### config.mk
export PLATFORM = sky130hd
export DESIGN_NAME = pll_global_clock_tree
export DESIGN_NICKNAME = d
export VERILOG_FILES = /design/src/inc/clk_tree_pkg.sv /design/src/inc/reg_if.sv /design/src/design/axi_reg_slave.sv /design/src/design/pll_global_clock_tree.sv
export SDC_FILE = /design/constraint.sdc
export NUM_CORES = 1
export LEC_CHECK = 0
export BUFFER_PORTS_ARGS = -buffer_cell sky130_fd_sc_hd__clkbuf_2
export CAP_MARGIN = 10
export CORE_MARGIN = 1
export CORE_UTILIZATION = 25
export CTS_CLUSTER_DIAMETER = 120
export DETAILED_ROUTE_END_ITERATION = 12
export PLACE_DENSITY = 0.44
export SYNTH_ARGS = -nofsm -noshare
export SYNTH_HDL_FRONTEND = slang
export SYNTH_SLANG_ARGS = --single-unit
### constraint.sdc
create_clock -name SYS_CLK_IN -period 8.7 [get_ports SYS_CLK_IN]
set_input_delay 0.87 -clock SYS_CLK_IN [delete_from_list [all_inputs] [get_ports SYS_CLK_IN]]
set_output_delay 0.87 -clock SYS_CLK_IN [all_outputs]
set_load 0.05 [all_outputs]
### src/inc/clk_tree_pkg.sv
package clk_tree_pkg;

  localparam int unsigned SYS_CLK_MHZ = 100;
  // Emulated pin rates are the true rates divided by this figure
  localparam int unsigned FREQ_SCALE  = 64;
  localparam int unsigned OSC_MIN_MHZ = 100;
  localparam int unsigned OSC_MAX_MHZ = 266;

  localparam int CODE_W      = 3;
  localparam int PER_W       = 16;
  localparam int STEP_W      = 9;
  localparam int NUM_GLOBAL  = 4;
  localparam int PHASE_STEPS = 8;

  localparam int CFG_MULT_LSB  = 0;
  localparam int CFG_DIV_LSB   = 4;
  localparam int CFG_PHASE_LSB = 8;
  localparam int CFG_FB_BIT    = 12;
  localparam int CFG_SEL_LSB   = 16;
  localparam int CMD_APPLY_BIT = 0;
  localparam int ST_RUN_BIT    = 0;
  localparam int ST_REJECT_BIT = 1;
  localparam int ST_LOCK_BIT   = 2;
  localparam int ST_TRACK_BIT  = 3;

  localparam logic [7:0]  ADDR_CFG    = 8'h00;
  localparam logic [7:0]  ADDR_CMD    = 8'h04;
  localparam logic [7:0]  ADDR_STATUS = 8'h08;
  localparam logic [7:0]  ADDR_ACTIVE = 8'h0C;
  localparam logic [7:0]  ADDR_PERIOD = 8'h10;
  localparam logic [1:0]  RESP_OKAY   = 2'h0;
  localparam logic [1:0]  RESP_SLVERR = 2'h2;
  localparam logic [31:0] CFG_RESET   = 32'h0000_0000;
  localparam logic [CODE_W-1:0] CODE_DIV16 = 3'h7;

  // Codes 0..7 map to 1, 2, 3, 4, 5, 6, 8, 16 for both multiply and divide
  function automatic logic [4:0] factor_val(input logic [CODE_W-1:0] code);
    case (code)
      3'h6:    factor_val = 5'h08;
      3'h7:    factor_val = 5'h10;
      default: factor_val = 5'(code) + 5'h01;
    endcase
  endfunction

  function automatic logic spread_ok(input logic [CODE_W-1:0] code);
    spread_ok = (code == 3'h0) || (code == 3'h1) || (code == 3'h3);
  endfunction

endpackage

### src/inc/reg_if.sv
`timescale 1ns/1ps
interface reg_if;
  logic [31:0] cfg;
  logic        apply;
  logic [31:0] status;
  logic [31:0] active;
  logic [15:0] period;
  modport slave (output cfg, output apply, input status, input active, input period);
  modport core  (input cfg, input apply, output status, output active, output period);
endinterface // reg_if

### src/design/axi_reg_slave.sv
`timescale 1ns/1ps
module axi_reg_slave import clk_tree_pkg::*; (
  input  wire logic        clk_in,
  input  wire logic        nrst_in,
  input  wire logic [7:0]  awaddr_in,
  input  wire logic        awvalid_in,
  output logic             awready_out,
  input  wire logic [31:0] wdata_in,
  input  wire logic [3:0]  wstrb_in,
  input  wire logic        wvalid_in,
  output logic             wready_out,
  output logic [1:0]       bresp_out,
  output logic             bvalid_out,
  input  wire logic        bready_in,
  input  wire logic [7:0]  araddr_in,
  input  wire logic        arvalid_in,
  output logic             arready_out,
  output logic [31:0]      rdata_out,
  output logic [1:0]       rresp_out,
  output logic             rvalid_out,
  input  wire logic        rready_in,
  reg_if.slave             rif
);
  logic        aw_full_q, aw_full_d, w_full_q, w_full_d, bvalid_q, bvalid_d;
  logic        awready_q, awready_d, wready_q, wready_d, arready_q, arready_d;
  logic        rvalid_q, rvalid_d, apply_q, apply_d;
  logic [7:0]  awaddr_q, awaddr_d;
  logic [31:0] wdata_q, wdata_d, cfg_q, cfg_d, rdata_q, rdata_d;
  logic [3:0]  wstrb_q, wstrb_d;
  logic [1:0]  bresp_q, bresp_d, rresp_q, rresp_d;
  logic        aw_have, w_have, do_wr, do_rd;
  logic [7:0]  wa;

  ////////////////////////////////////////////////////////////////////////////
  always_comb begin
    aw_have   = aw_full_q | (awvalid_in & awready_q);
    w_have    = w_full_q | (wvalid_in & wready_q);
    do_wr     = aw_have & w_have & ~bvalid_q;
    awaddr_d  = (awvalid_in & awready_q) ? awaddr_in : awaddr_q;
    wdata_d   = (wvalid_in & wready_q) ? wdata_in : wdata_q;
    wstrb_d   = (wvalid_in & wready_q) ? wstrb_in : wstrb_q;
    wa        = awaddr_d;
    aw_full_d = aw_have & ~do_wr;
    w_full_d  = w_have & ~do_wr;
    awready_d = ~aw_full_d;
    wready_d  = ~w_full_d;
    bvalid_d  = do_wr | (bvalid_q & ~bready_in);
    bresp_d   = bresp_q;
    cfg_d     = cfg_q;
    apply_d   = 1'b0;
    if (do_wr) begin
      bresp_d = RESP_OKAY;
      if (wa == ADDR_CFG) begin
        for (int b = 0; b < 4; b++) begin
          if (wstrb_d[b]) begin
            cfg_d[b*8 +: 8] = wdata_d[b*8 +: 8];
          end
        end
      end else if (wa == ADDR_CMD) begin
        apply_d = wstrb_d[0] & wdata_d[CMD_APPLY_BIT];
      end else if (wa != ADDR_STATUS && wa != ADDR_ACTIVE && wa != ADDR_PERIOD) begin
        bresp_d = RESP_SLVERR;
      end
    end
    do_rd     = arvalid_in & arready_q;
    rvalid_d  = do_rd | (rvalid_q & ~rready_in);
    arready_d = ~rvalid_d;
    rdata_d   = rdata_q;
    rresp_d   = rresp_q;
    if (do_rd) begin
      rresp_d = RESP_OKAY;
      case (araddr_in)
        ADDR_CFG:    rdata_d = cfg_q;
        ADDR_CMD:    rdata_d = 32'h0000_0000;
        ADDR_STATUS: rdata_d = rif.status;
        ADDR_ACTIVE: rdata_d = rif.active;
        ADDR_PERIOD: rdata_d = {16'h0000, rif.period};
        default: begin
          rdata_d = 32'h0000_0000;
          rresp_d = RESP_SLVERR;
        end
      endcase
    end
  end

  always_ff @(posedge clk_in or negedge nrst_in) begin
    if (!nrst_in) begin
      aw_full_q <= 1'b0;
      w_full_q  <= 1'b0;
      awready_q <= 1'b0;
      wready_q  <= 1'b0;
      arready_q <= 1'b0;
      bvalid_q  <= 1'b0;
      rvalid_q  <= 1'b0;
      apply_q   <= 1'b0;
      awaddr_q  <= 8'h00;
      wdata_q   <= 32'h0000_0000;
      wstrb_q   <= 4'h0;
      cfg_q     <= CFG_RESET;
      rdata_q   <= 32'h0000_0000;
      bresp_q   <= RESP_OKAY;
      rresp_q   <= RESP_OKAY;
    end else begin
      aw_full_q <= aw_full_d;
      w_full_q  <= w_full_d;
      awready_q <= awready_d;
      wready_q  <= wready_d;
      arready_q <= arready_d;
      bvalid_q  <= bvalid_d;
      rvalid_q  <= rvalid_d;
      apply_q   <= apply_d;
      awaddr_q  <= awaddr_d;
      wdata_q   <= wdata_d;
      wstrb_q   <= wstrb_d;
      cfg_q     <= cfg_d;
      rdata_q   <= rdata_d;
      bresp_q   <= bresp_d;
      rresp_q   <= rresp_d;
    end
  end

  assign awready_out = awready_q;
  assign wready_out  = wready_q;
  assign bvalid_out  = bvalid_q;
  assign bresp_out   = bresp_q;
  assign arready_out = arready_q;
  assign rvalid_out  = rvalid_q;
  assign rdata_out   = rdata_q;
  assign rresp_out   = rresp_q;
  assign rif.cfg     = cfg_q;
  assign rif.apply   = apply_q;

endmodule // axi_reg_slave

### src/design/pll_global_clock_tree.sv
// Implementation choices: the AXI4-Lite slave port and the register addresses.
`timescale 1ns/1ps
module pll_global_clock_tree import clk_tree_pkg::*; (
  input  wire logic        SYS_CLK_IN,
  input  wire logic        NRST_IN,
  input  wire logic [7:0]  AXI_AWADDR_IN,
  input  wire logic        AXI_AWVALID_IN,
  output logic             AXI_AWREADY_OUT,
  input  wire logic [31:0] AXI_WDATA_IN,
  input  wire logic [3:0]  AXI_WSTRB_IN,
  input  wire logic        AXI_WVALID_IN,
  output logic             AXI_WREADY_OUT,
  output logic [1:0]       AXI_BRESP_OUT,
  output logic             AXI_BVALID_OUT,
  input  wire logic        AXI_BREADY_IN,
  input  wire logic [7:0]  AXI_ARADDR_IN,
  input  wire logic        AXI_ARVALID_IN,
  output logic             AXI_ARREADY_OUT,
  output logic [31:0]      AXI_RDATA_OUT,
  output logic [1:0]       AXI_RRESP_OUT,
  output logic             AXI_RVALID_OUT,
  input  wire logic        AXI_RREADY_IN,
  input  wire logic        PLL_REFERENCE_CLOCK_PIN_IN,
  input  wire logic        PLL_FEEDBACK_CLOCK_PIN_IN,
  input  wire logic        TRANSMIT_WORD_CLOCK_IN,
  input  wire logic        RECEIVE_WORD_CLOCK_IN,
  output logic [3:0]       INTERNAL_GLOBAL_CLOCK_OUT,
  output logic             OFFCHIP_CLOCK_OUT
);
  reg_if rif();

  axi_reg_slave u_regs (
    .clk_in      (SYS_CLK_IN),
    .nrst_in     (NRST_IN),
    .awaddr_in   (AXI_AWADDR_IN),
    .awvalid_in  (AXI_AWVALID_IN),
    .awready_out (AXI_AWREADY_OUT),
    .wdata_in    (AXI_WDATA_IN),
    .wstrb_in    (AXI_WSTRB_IN),
    .wvalid_in   (AXI_WVALID_IN),
    .wready_out  (AXI_WREADY_OUT),
    .bresp_out   (AXI_BRESP_OUT),
    .bvalid_out  (AXI_BVALID_OUT),
    .bready_in   (AXI_BREADY_IN),
    .araddr_in   (AXI_ARADDR_IN),
    .arvalid_in  (AXI_ARVALID_IN),
    .arready_out (AXI_ARREADY_OUT),
    .rdata_out   (AXI_RDATA_OUT),
    .rresp_out   (AXI_RRESP_OUT),
    .rvalid_out  (AXI_RVALID_OUT),
    .rready_in   (AXI_RREADY_IN),
    .rif         (rif.slave)
  );

  ////////////////////////////////////////////////////////////////////////////
  // Pin synchronisers; bit order is reference, feedback, transmit, receive
  logic [NUM_GLOBAL-1:0] meta_q, sync_q, dly_q;

  always_ff @(posedge SYS_CLK_IN or negedge NRST_IN) begin
    if (!NRST_IN) begin
      meta_q <= '0;
      sync_q <= '0;
      dly_q  <= '0;
    end else begin
      meta_q <= {RECEIVE_WORD_CLOCK_IN, TRANSMIT_WORD_CLOCK_IN, PLL_FEEDBACK_CLOCK_PIN_IN,
                 PLL_REFERENCE_CLOCK_PIN_IN};
      sync_q <= meta_q;
      dly_q  <= sync_q;
    end
  end

  ////////////////////////////////////////////////////////////////////////////
  logic [PER_W-1:0]  per_cnt_q, per_cnt_d, per_q, per_d, acc_q, acc_d;
  logic [31:0]       act_q, act_d;
  logic [STEP_W-1:0] step_q, step_d, lim, half, ph, pos;
  logic [PER_W:0]    sum;
  logic [7:0]        inc;
  logic [4:0]        mult, div, cmult;
  logic [31:0]       osc_prod;
  logic [NUM_GLOBAL-1:0] glob_q, glob_d;
  logic run_q, run_d, rej_q, rej_d, lock_q, lock_d, seen_q, seen_d;
  logic track_q, track_d, pend_q, pend_d, adv_q, adv_d, pll_q, pll_d, off_q, off_d, load_q;
  logic ref_rise, fb_rise, tick, fb_mode, cfg_ok, load;
  logic [CODE_W-1:0] c_mult, c_div, c_phase;

  always_comb begin
    ref_rise = sync_q[0] & ~dly_q[0];
    fb_rise  = sync_q[1] & ~dly_q[1];
    // Period measured in system cycles; saturates when the pin stops
    per_cnt_d = ref_rise ? PER_W'(1) : ((&per_cnt_q) ? per_cnt_q : per_cnt_q + PER_W'(1));
    seen_d    = seen_q | ref_rise;
    lock_d    = lock_q | (ref_rise & seen_q);
    // Once running, the period only follows the pin where tracking is allowed
    per_d     = (ref_rise & seen_q & (~run_q | track_q)) ? per_cnt_q : per_q;
    // Candidate setting check against the oscillator window
    c_mult   = rif.cfg[CFG_MULT_LSB +: CODE_W];
    c_div    = rif.cfg[CFG_DIV_LSB +: CODE_W];
    c_phase  = rif.cfg[CFG_PHASE_LSB +: CODE_W];
    cmult    = factor_val(c_mult);
    osc_prod = SYS_CLK_MHZ * FREQ_SCALE * 32'(cmult);
    cfg_ok   = lock_q && (osc_prod >= OSC_MIN_MHZ * 32'(per_q))
               && (osc_prod <= OSC_MAX_MHZ * 32'(per_q));
    if (rif.cfg[CFG_FB_BIT]) begin
      cfg_ok = cfg_ok && (c_mult == 3'h0) && (c_div != CODE_DIV16) && (c_phase == 3'h0);
    end
    load     = rif.apply & cfg_ok;
    act_d    = load ? rif.cfg : act_q;
    run_d    = run_q | load;
    rej_d    = rif.apply ? ~cfg_ok : rej_q;
    track_d  = run_d & spread_ok(act_d[CFG_MULT_LSB +: CODE_W]);
    // Oscillator emulated by a rate accumulator: 8 phase ticks per period
    mult     = factor_val(act_q[CFG_MULT_LSB +: CODE_W]);
    div      = factor_val(act_q[CFG_DIV_LSB +: CODE_W]);
    fb_mode  = act_q[CFG_FB_BIT];
    inc      = 8'(mult) << 3;
    sum      = {1'b0, acc_q} + (PER_W+1)'(inc);
    tick     = run_q && (sum >= {1'b0, per_q});
    acc_d    = load ? '0 : (tick ? PER_W'(sum - {1'b0, per_q}) : PER_W'(sum));
    if (!run_q) begin
      acc_d = '0;
    end
    // Deskew: feedback edge later than reference edge pulls the counter ahead
    pend_d = fb_mode & ((pend_q & ~fb_rise) | ref_rise);
    adv_d  = fb_mode & ((adv_q & ~tick) | (fb_rise & pend_q));
    // Single counter drives every divided and shifted output
    lim    = STEP_W'(div) << 3;
    half   = STEP_W'(div) << 2;
    step_d = step_q + STEP_W'(tick) + STEP_W'(tick & adv_q);
    if (step_d >= lim) begin
      step_d = step_d - lim;
    end
    if (load) begin
      step_d = '0;
    end
    ph  = STEP_W'(act_q[CFG_PHASE_LSB +: CODE_W]);
    pos = step_q + lim - ph;
    if (pos >= lim) begin
      pos = pos - lim;
    end
    pll_d = run_q & (pos < half);
    for (int i = 0; i < NUM_GLOBAL; i++) begin
      glob_d[i] = act_q[CFG_SEL_LSB + i] ? pll_q : sync_q[i];
    end
    // Off-chip copy toggles on each rise of global clock 0, half its rate
    off_d = off_q ^ (glob_d[0] & ~glob_q[0]);
  end

  always_ff @(posedge SYS_CLK_IN or negedge NRST_IN) begin
    if (!NRST_IN) begin
      per_cnt_q <= '0;
      per_q     <= '0;
      acc_q     <= '0;
      act_q     <= CFG_RESET;
      step_q    <= '0;
      glob_q    <= '0;
      run_q     <= 1'b0;
      rej_q     <= 1'b0;
      lock_q    <= 1'b0;
      seen_q    <= 1'b0;
      track_q   <= 1'b0;
      pend_q    <= 1'b0;
      adv_q     <= 1'b0;
      pll_q     <= 1'b0;
      off_q     <= 1'b0;
      load_q    <= 1'b0;
    end else begin
      per_cnt_q <= per_cnt_d;
      per_q     <= per_d;
      acc_q     <= acc_d;
      act_q     <= act_d;
      step_q    <= step_d;
      glob_q    <= glob_d;
      run_q     <= run_d;
      rej_q     <= rej_d;
      lock_q    <= lock_d;
      seen_q    <= seen_d;
      track_q   <= track_d;
      pend_q    <= pend_d;
      adv_q     <= adv_d;
      pll_q     <= pll_d;
      off_q     <= off_d;
      load_q    <= load;
    end
  end

  assign INTERNAL_GLOBAL_CLOCK_OUT = glob_q;
  assign OFFCHIP_CLOCK_OUT         = off_q;
  assign rif.status = {28'h000_0000, track_q, lock_q, rej_q, run_q};
  assign rif.active = act_q;
  assign rif.period = per_q;

  ////////////////////////////////////////////////////////////////////////////
  // Helper: oscillator ticks counted over one whole reference period
  logic [7:0] tick_cnt_q;
  logic       full_q;
  always_ff @(posedge SYS_CLK_IN or negedge NRST_IN) begin
    if (!NRST_IN) begin
      tick_cnt_q <= '0;
      full_q     <= 1'b0;
    end else begin
      tick_cnt_q <= ref_rise ? 8'(tick) : tick_cnt_q + 8'(tick);
      full_q     <= load ? 1'b0 : (full_q | (ref_rise & run_q));
    end
  end
endmodule // pll_global_clock_tree

# [Yosys cells after proc, flatten, opt, wreduce, memory -nomap -nowiden]
# Cells that the tools add are included.
[word_totals] reg_bits=232 input_bits=63 output_inout_bits=46 wordCells=174
[op_classes] addsub=12 n_mul=3 n_lt_le_gt_ge=6 eq_ne=18 muxes=28 n_bitwise=49 n_reduce_logical=21
[op_table] cell="case mux 32 bit (4 select lines)" n=1
[op_table] cell="2-to-1 mux 16 bit" n=5
[op_table] cell="2-to-1 mux 32 bit" n=1
[op_table] cell="case mux 5 bit (2 select lines)" n=3
[op_table] cell="2-to-1 mux 9 bit" n=3
[op_table] cell="<= comparator 18 x 25 -> 1 bit" n=1
[op_table] cell="bitwise AND 1 bit" n=24
[op_table] cell="multiplier 8 x 16 -> 24 bit, first input constant" n=1
[op_table] cell=">= comparator 18 x 23 -> 1 bit" n=1
[op_table] cell="multiplier 5 x 16 -> 21 bit, first input constant" n=1
[op_table] cell="adder 9 x 1 -> 9 bit" n=2
[op_table] cell="equality test 3 bit, second input constant" n=6
[op_table] cell=">= comparator 9 x 8 -> 1 bit" n=2
[op_table] cell="subtractor 9 x 8 -> 9 bit" n=2
[op_table] cell="adder 16 x 8 -> 17 bit" n=1
[op_table] cell=">= comparator 17 x 16 -> 1 bit" n=1
[op_table] cell="adder 16 x 1 -> 16 bit, second input constant" n=1
[op_table] cell="equality test 8 x 3 -> 1 bit, second input constant" n=2
[op_table] cell="equality test 8 x 4 -> 1 bit, second input constant" n=2
[op_table] cell="logical NOT 8 bit" n=2
[op_table] cell="!= test 8 x 4 -> 1 bit, second input constant" n=2
[op_table] cell="AND reduction 16 bit" n=1
[op_table] cell="subtractor 16 bit" n=1
[op_table] cell="inverter 1 bit" n=14
[op_table] cell="other kinds (23)" n=57

# [Longest topological paths before layout]
[depth] word_depth=16 mapped_depth=34 ltp_nobuf=32

# [Cells and area by module]
# Synthesis repeated with hierarchy kept, for this count alone.
[hier_totals] hier_cells=1519 hier_area_um2=15827.7
[modules_own_cells] module="pll_global_clock_tree" instances=1 cells_each=1109 area_per_inst_um2=10571.4 seq_area_each_um2=2802.7
[modules_own_cells] module="axi_reg_slave" instances=1 cells_each=410 area_per_inst_um2=5256.3 seq_area_each_um2=2952.8

# [Least setup slack after synthesis]
# No wires, ideal clock.
[synth_path] path_type="register to register" start="reg act_q[1]" end="reg step_q[7]" setup_ps=120 arrival_ps=6777 t_required_ps=8580 setup_slack_ps=1803 stages_incl_launch_ff=33 n_path_buf=2 synth_period_minus_slack_ps=6897 cell_sequence="dfrtp_1 -> ha_1 -> ha_1 -> a21boi_0 -> ha_1 -> a21o_1 -> a21oi_1 -> nor2b_1 -> o21ai_0 -> nor2_1 -> xor2_1 -> ha_1 -> inv_1 -> or3_1 -> nor4_1 -> a311o_1 -> or2_1 -> buf_2 -> buf_2 -> nand2_1 -> fa_1 -> inv_1 -> ha_1 -> nand3_1 -> xnor2_1 -> fa_1 -> a21o_1 -> a21oi_1 -> nor2b_1 -> nor3_1 -> nand2_1 -> mux2i_1 -> nor2_1"
[synth_via] elab_chain_len=10 elab_cells_between_ends=14 cone_classes="5 x add/sub; 2 x order compare; 2 x eq/ne; 3 x mux; 1 x bitwise; 1 x reduce/logical"
[synth_lines] item="start, declared" line="pll_global_clock_tree.sv:74" rtl="logic [31:0] act_q, act_d;"
[synth_lines] item="start signal, assigned" line="pll_global_clock_tree.sv:170" rtl="act_q <= act_d;"
[synth_lines] item="adder 3 x 1 -> 4 bit / equality test 3 bit (equally long branches)" line="clk_tree_pkg.sv:41, clk_tree_pkg.sv:38"
[synth_lines] item="case mux 5 bit (2 select lines) *" line="clk_tree_pkg.sv:38" rtl="case (code)"
[synth_lines] item="adder 16 x 8 -> 17 bit *" line="pll_global_clock_tree.sv:116" rtl="sum = {1'b0, acc_q} + (PER_W+1)'(inc);"
[synth_lines] item=">= comparator 17 x 16 -> 1 bit *" line="pll_global_clock_tree.sv:117" rtl="tick = run_q && (sum >= {1'b0, per_q});"
[synth_lines] item="logical AND 1 bit *" line="pll_global_clock_tree.sv:117"
[synth_lines] item="adder 9 x 1 -> 9 bit / bitwise AND 1 bit (equally long branches)" line="pll_global_clock_tree.sv:128" rtl="step_d = step_q + STEP_W'(tick) + STEP_W'(tick & adv_q);"
[synth_lines] item="adder 9 x 1 -> 9 bit *" line="pll_global_clock_tree.sv:128"
[synth_lines] item="subtractor 9 x 8 -> 9 bit / >= comparator 9 x 8 -> 1 bit (equally long branches)" line="pll_global_clock_tree.sv:130, pll_global_clock_tree.sv:129"
[synth_lines] item="2-to-1 mux 9 bit *" line="pll_global_clock_tree.sv:129" rtl="if (step_d >= lim) begin"
[synth_lines] item="2-to-1 mux 9 bit *" line="pll_global_clock_tree.sv:132" rtl="if (load) begin"
[synth_lines] item="via step_d[7]" line="pll_global_clock_tree.sv:75" rtl="logic [STEP_W-1:0] step_q, step_d, lim, half, ph, pos;"
[synth_lines] item="end signal, assigned" line="pll_global_clock_tree.sv:171" rtl="step_q <= step_d;"
[synth_lines] item="end, declared" line="pll_global_clock_tree.sv:75"
# The timed path passes the listed nets; every way through them passes the cells marked *.
# A chain may end at the register's enable or synchronous reset.

# [Worst setup path after layout]
[layout_path] start="reg act_q[1]" end="reg step_q[6]"
# The elaborated chain is that of the path after synthesis.

==> results_dict.tcl <==
set metrics [dict create \
    run_status "complete, no violations" \
    async_flop_share_pct 100 \
    cts_tree "built" \
    synth-simple-area-share_pct 10.1 \
    cp.required_ns 9.11 \
    synth-xor-area-share_pct 5.00 \
    dp_hpwl_um 29900 \
    synth.avg_cell_area_um2 10.5 \
    worstPathArrival_ns 7.94 \
    clk_pin_slew_ns 0.06 \
    stdcell_count 2367 \
    reg2reg_from "act_q[1]$_DFF_PN0_" \
    design_area_um2 17700 \
    drive_gt1_share_pct 16.9 \
    final_util_pct 29.2 \
    cap_violations 0 \
    synth_area_leaders "dfrtp_1, ha_1, mux2_2, fa_1, inv_1" \
    worstSetupPathType "flip-flop to flip-flop" \
    clock_path_buffers 3 \
    skew_ns 0.0253 \
    port_buffers 106 \
    syn_to_final_growth_pct 15.1 \
    dieArea_um2 62300 \
    drt_iter0_markers 481 \
    crit_path_end "step_q[6]$_DFF_PN0_" \
    drtPass1Iterations 5 \
    synth_area_um2 15300 \
    synth_ff_type "dfrtp_1" \
    grt_pass1_vias 11400 \
    synth_top_area_share_pct 37.5 \
    ant_nets 0 \
    final_cell_mix "dfrtp_1, ha_1, inv_1" \
    h-tree-depth 1 \
    setup.worst_path.end_class "flip-flop" \
    worst_path_max_delay_cell "o21ai_0" \
    finalCritPeriodShare_pct 86.5 \
    grt_max_degree 107 \
    vias_per_cell 4.65 \
    start_kind "flip-flop" \
    cts_root_buf "clkbuf_16" \
    critical_path.max_stage_delay_ns 0.53 \
    synth_compound_area_share_pct 13.1 \
    finalHoldViolCount 0 \
    grt_pass1_wl_um 64800 \
    final_common_cell "dfrtp_1" \
    rsz0062_at_grt "no" \
    synth_edf_count 0 \
    worst_slew_pin_slew_ns 1.06 \
    crit_fanout 9 \
    dpl.cell_count 2317 \
    netlist_instances 1456 \
    post-cts-setup-buffers 0 \
    dieWidth_um 250 \
    gr-total-overflow 0 \
    clk_latency_ns 0.57 \
    io_pins 109 \
    ys_seq_elements 230 \
    synth-adder-area-share_pct 20.0 \
    avgRoutedWirePerCell_um 17.0 \
    grt.total_usage_pct 13.1 \
    die_h_um 250 \
    ys_warn_count 0 \
    cts_inserted_buffers 27 \
    r2r_cells 31 \
    p_per_area_nw_per_um2 240 \
    crit_start "act_q[1]$_DFF_PN0_" \
    initial_core_util_pct 25.4 \
    drc 0 \
    max_freq_ghz 0.133 \
    ctsResizeCount 0 \
    hold_buffers 0 \
    synth_top_family_by_area "adder cells" \
    ys_types 72 \
    placementRows 90 \
    r2r_end "step_q[6]$_DFF_PN0_" \
    post-route-min-period_ns 7.53 \
    fill_cells 6246 \
    nets 1856 \
    vias 11000 \
    finalWirelength_um 40300 \
    antenna_found_initial 0 \
    slew-limit-headroom_pct 29.4 \
    crit_path_frequent_cell "ha_1" \
    finalSetupViolations 0 \
    post_dp_cell_area_um2 16800 \
    cts_sinks 230 \
    ir_worst_vdd_mv 0.157 \
    ys_seq_area_share_pct 37.5 \
    reg2reg_slack_ns 1.17 \
    core_um2 60500 \
    final-max-slew-violation-count 0 \
    tns_ns 0 \
    place.gp.congestion 0.819 \
    hold_class "primary input to asynchronous set/reset pin" \
    synth_largest_area_cell "dfrtp_1" \
    p_leak_nw 8.83 \
    synthMuxAreaShare_pct 9.88 \
]
sequential cells by signal, summed over array words and instances (netlist names), 2 cells and up:
signal,cells
act_q,32
u_regs.wdata_q,32
meta_q,4
step_q,9
INTERNAL_GLOBAL_CLOCK_OUT,4
acc_q,16
u_regs.rdata_out,32
per_q,16
u_regs.awaddr_q,8
per_cnt_q,16
u_regs.wstrb_q,4
u_regs.rif.cfg,32
sync_q,4
dly_q,2
logic make-up (layout without fill, tap and decap cells):
group | Yosys count | in the layout
buf+inv | 161 | 288
xor+xnor | 86 | 86
compound gates | 299 | 299
other cells | 1 | 3
flops | 230 | 230
fa+ha+maj | 229 | 229
mux | 137 | 137
simple gates | 313 | 313
cell type report:
| type | count | area, um^2 | share of cell area, % |
|---|---|---|---|
| multi-input cells | 1066 | 8940 | 50.6 |
| flip-flops and latches | 230 | 5760 | 32.6 |
| well taps | 782 | 978 | 5.54 |
| clock buffers | 34 | 712 | 4.03 |
| repair buffers | 118 | 631 | 3.57 |
| inverters | 121 | 454 | 2.57 |
| clock inverters | 15 | 186 | 1.06 |
| diodes | 1 | 2.50 | 0.0142 |
power by group:
part	internal (W)	switching, W
combinational	0.000804	0.000934
sequential	0.00124	0.000105
clock	0.000676	0.000487
total	0.00272	0.00153
Yosys cell counts (4+ instances only):
cell / instances
nor2_1: 58
nand4_1: 10
nand2b_1: 14
nor2b_1: 23
o21bai_1: 9
a222oi_1: 16
xor2_1: 37
a22oi_1: 16
nor3_1: 23
mux2i_1: 25
ha_1: 202
and2_1: 4
or2_2: 4
a21o_1: 33
and4_1: 4
nand3_1: 22
mux2_1: 32
nor4_1: 5
inv_1: 121
or3_1: 7
nor3_2: 8
buf_6: 6
o31ai_1: 6
a31oi_1: 7
dfrtp_1: 230
a211oi_1: 12
clkbuf_1: 29
a211o_1: 4
and3_1: 12
a21boi_0: 6
nand2_1: 106
a21oi_1: 58
o21a_1: 10
xnor2_1: 48
o21ai_0: 88
mux2_2: 79
fa_1: 27
worst min-delay path by stage:
| stage | end | slack [ns] | cells past startpoint |
|---|---|---|---|
| after global routing | sync_q[0]$_DFF_PN0_ | 0.35 | 0 |
| final | u_regs.wstrb_q[3]$_DFF_PN0_ | 0.35 | 1 |
| after detailed placement | sync_q[0]$_DFF_PN0_ | 0.34 | 0 |
| after floorplan | sync_q[0]$_DFF_PN0_ | 0.33 | 0 |
| after global placement | sync_q[0]$_DFF_PN0_ | 0.33 | 0 |
| after CTS | sync_q[0]$_DFF_PN0_ | 0.35 | 0 |
worst max-delay path: cells and delay by family, from the launching register on:
kind | cells | cell delay, ns
xor gates and xnor gates | 2 | 0.38
DFF | 1 | 0.47
AOI/OAI and AO/OA | 7 | 1.85
muxes | 1 | 0.21
and+or+nand+nor | 13 | 2.25
adders and majority gates | 7 | 2.13
buffers and inverters | 1 | 0.06
routing by layer:
layer  wire length, um  vias up  GRT usage, %
met1             19500     5412          17.9
met2             18800      149          21.8
met4               884        0          3.46
met3              1160       38          1.64
met5                 0        -             0
li1                  -     5406             -
metrics by stage:
step	hold WS [ns]	total power [W]	setup WS [ns]
floorplan	0.331	0.00270	1.80
global placement	0.334	0.00308	1.38
detailed placement	0.336	0.00312	1.16
CTS	0.350	0.00432	1.16
global route	0.353	0.00460	0.385
finish	0.348	0.00425	1.17
No activity file was read; power rests on OpenSTA's default activity.
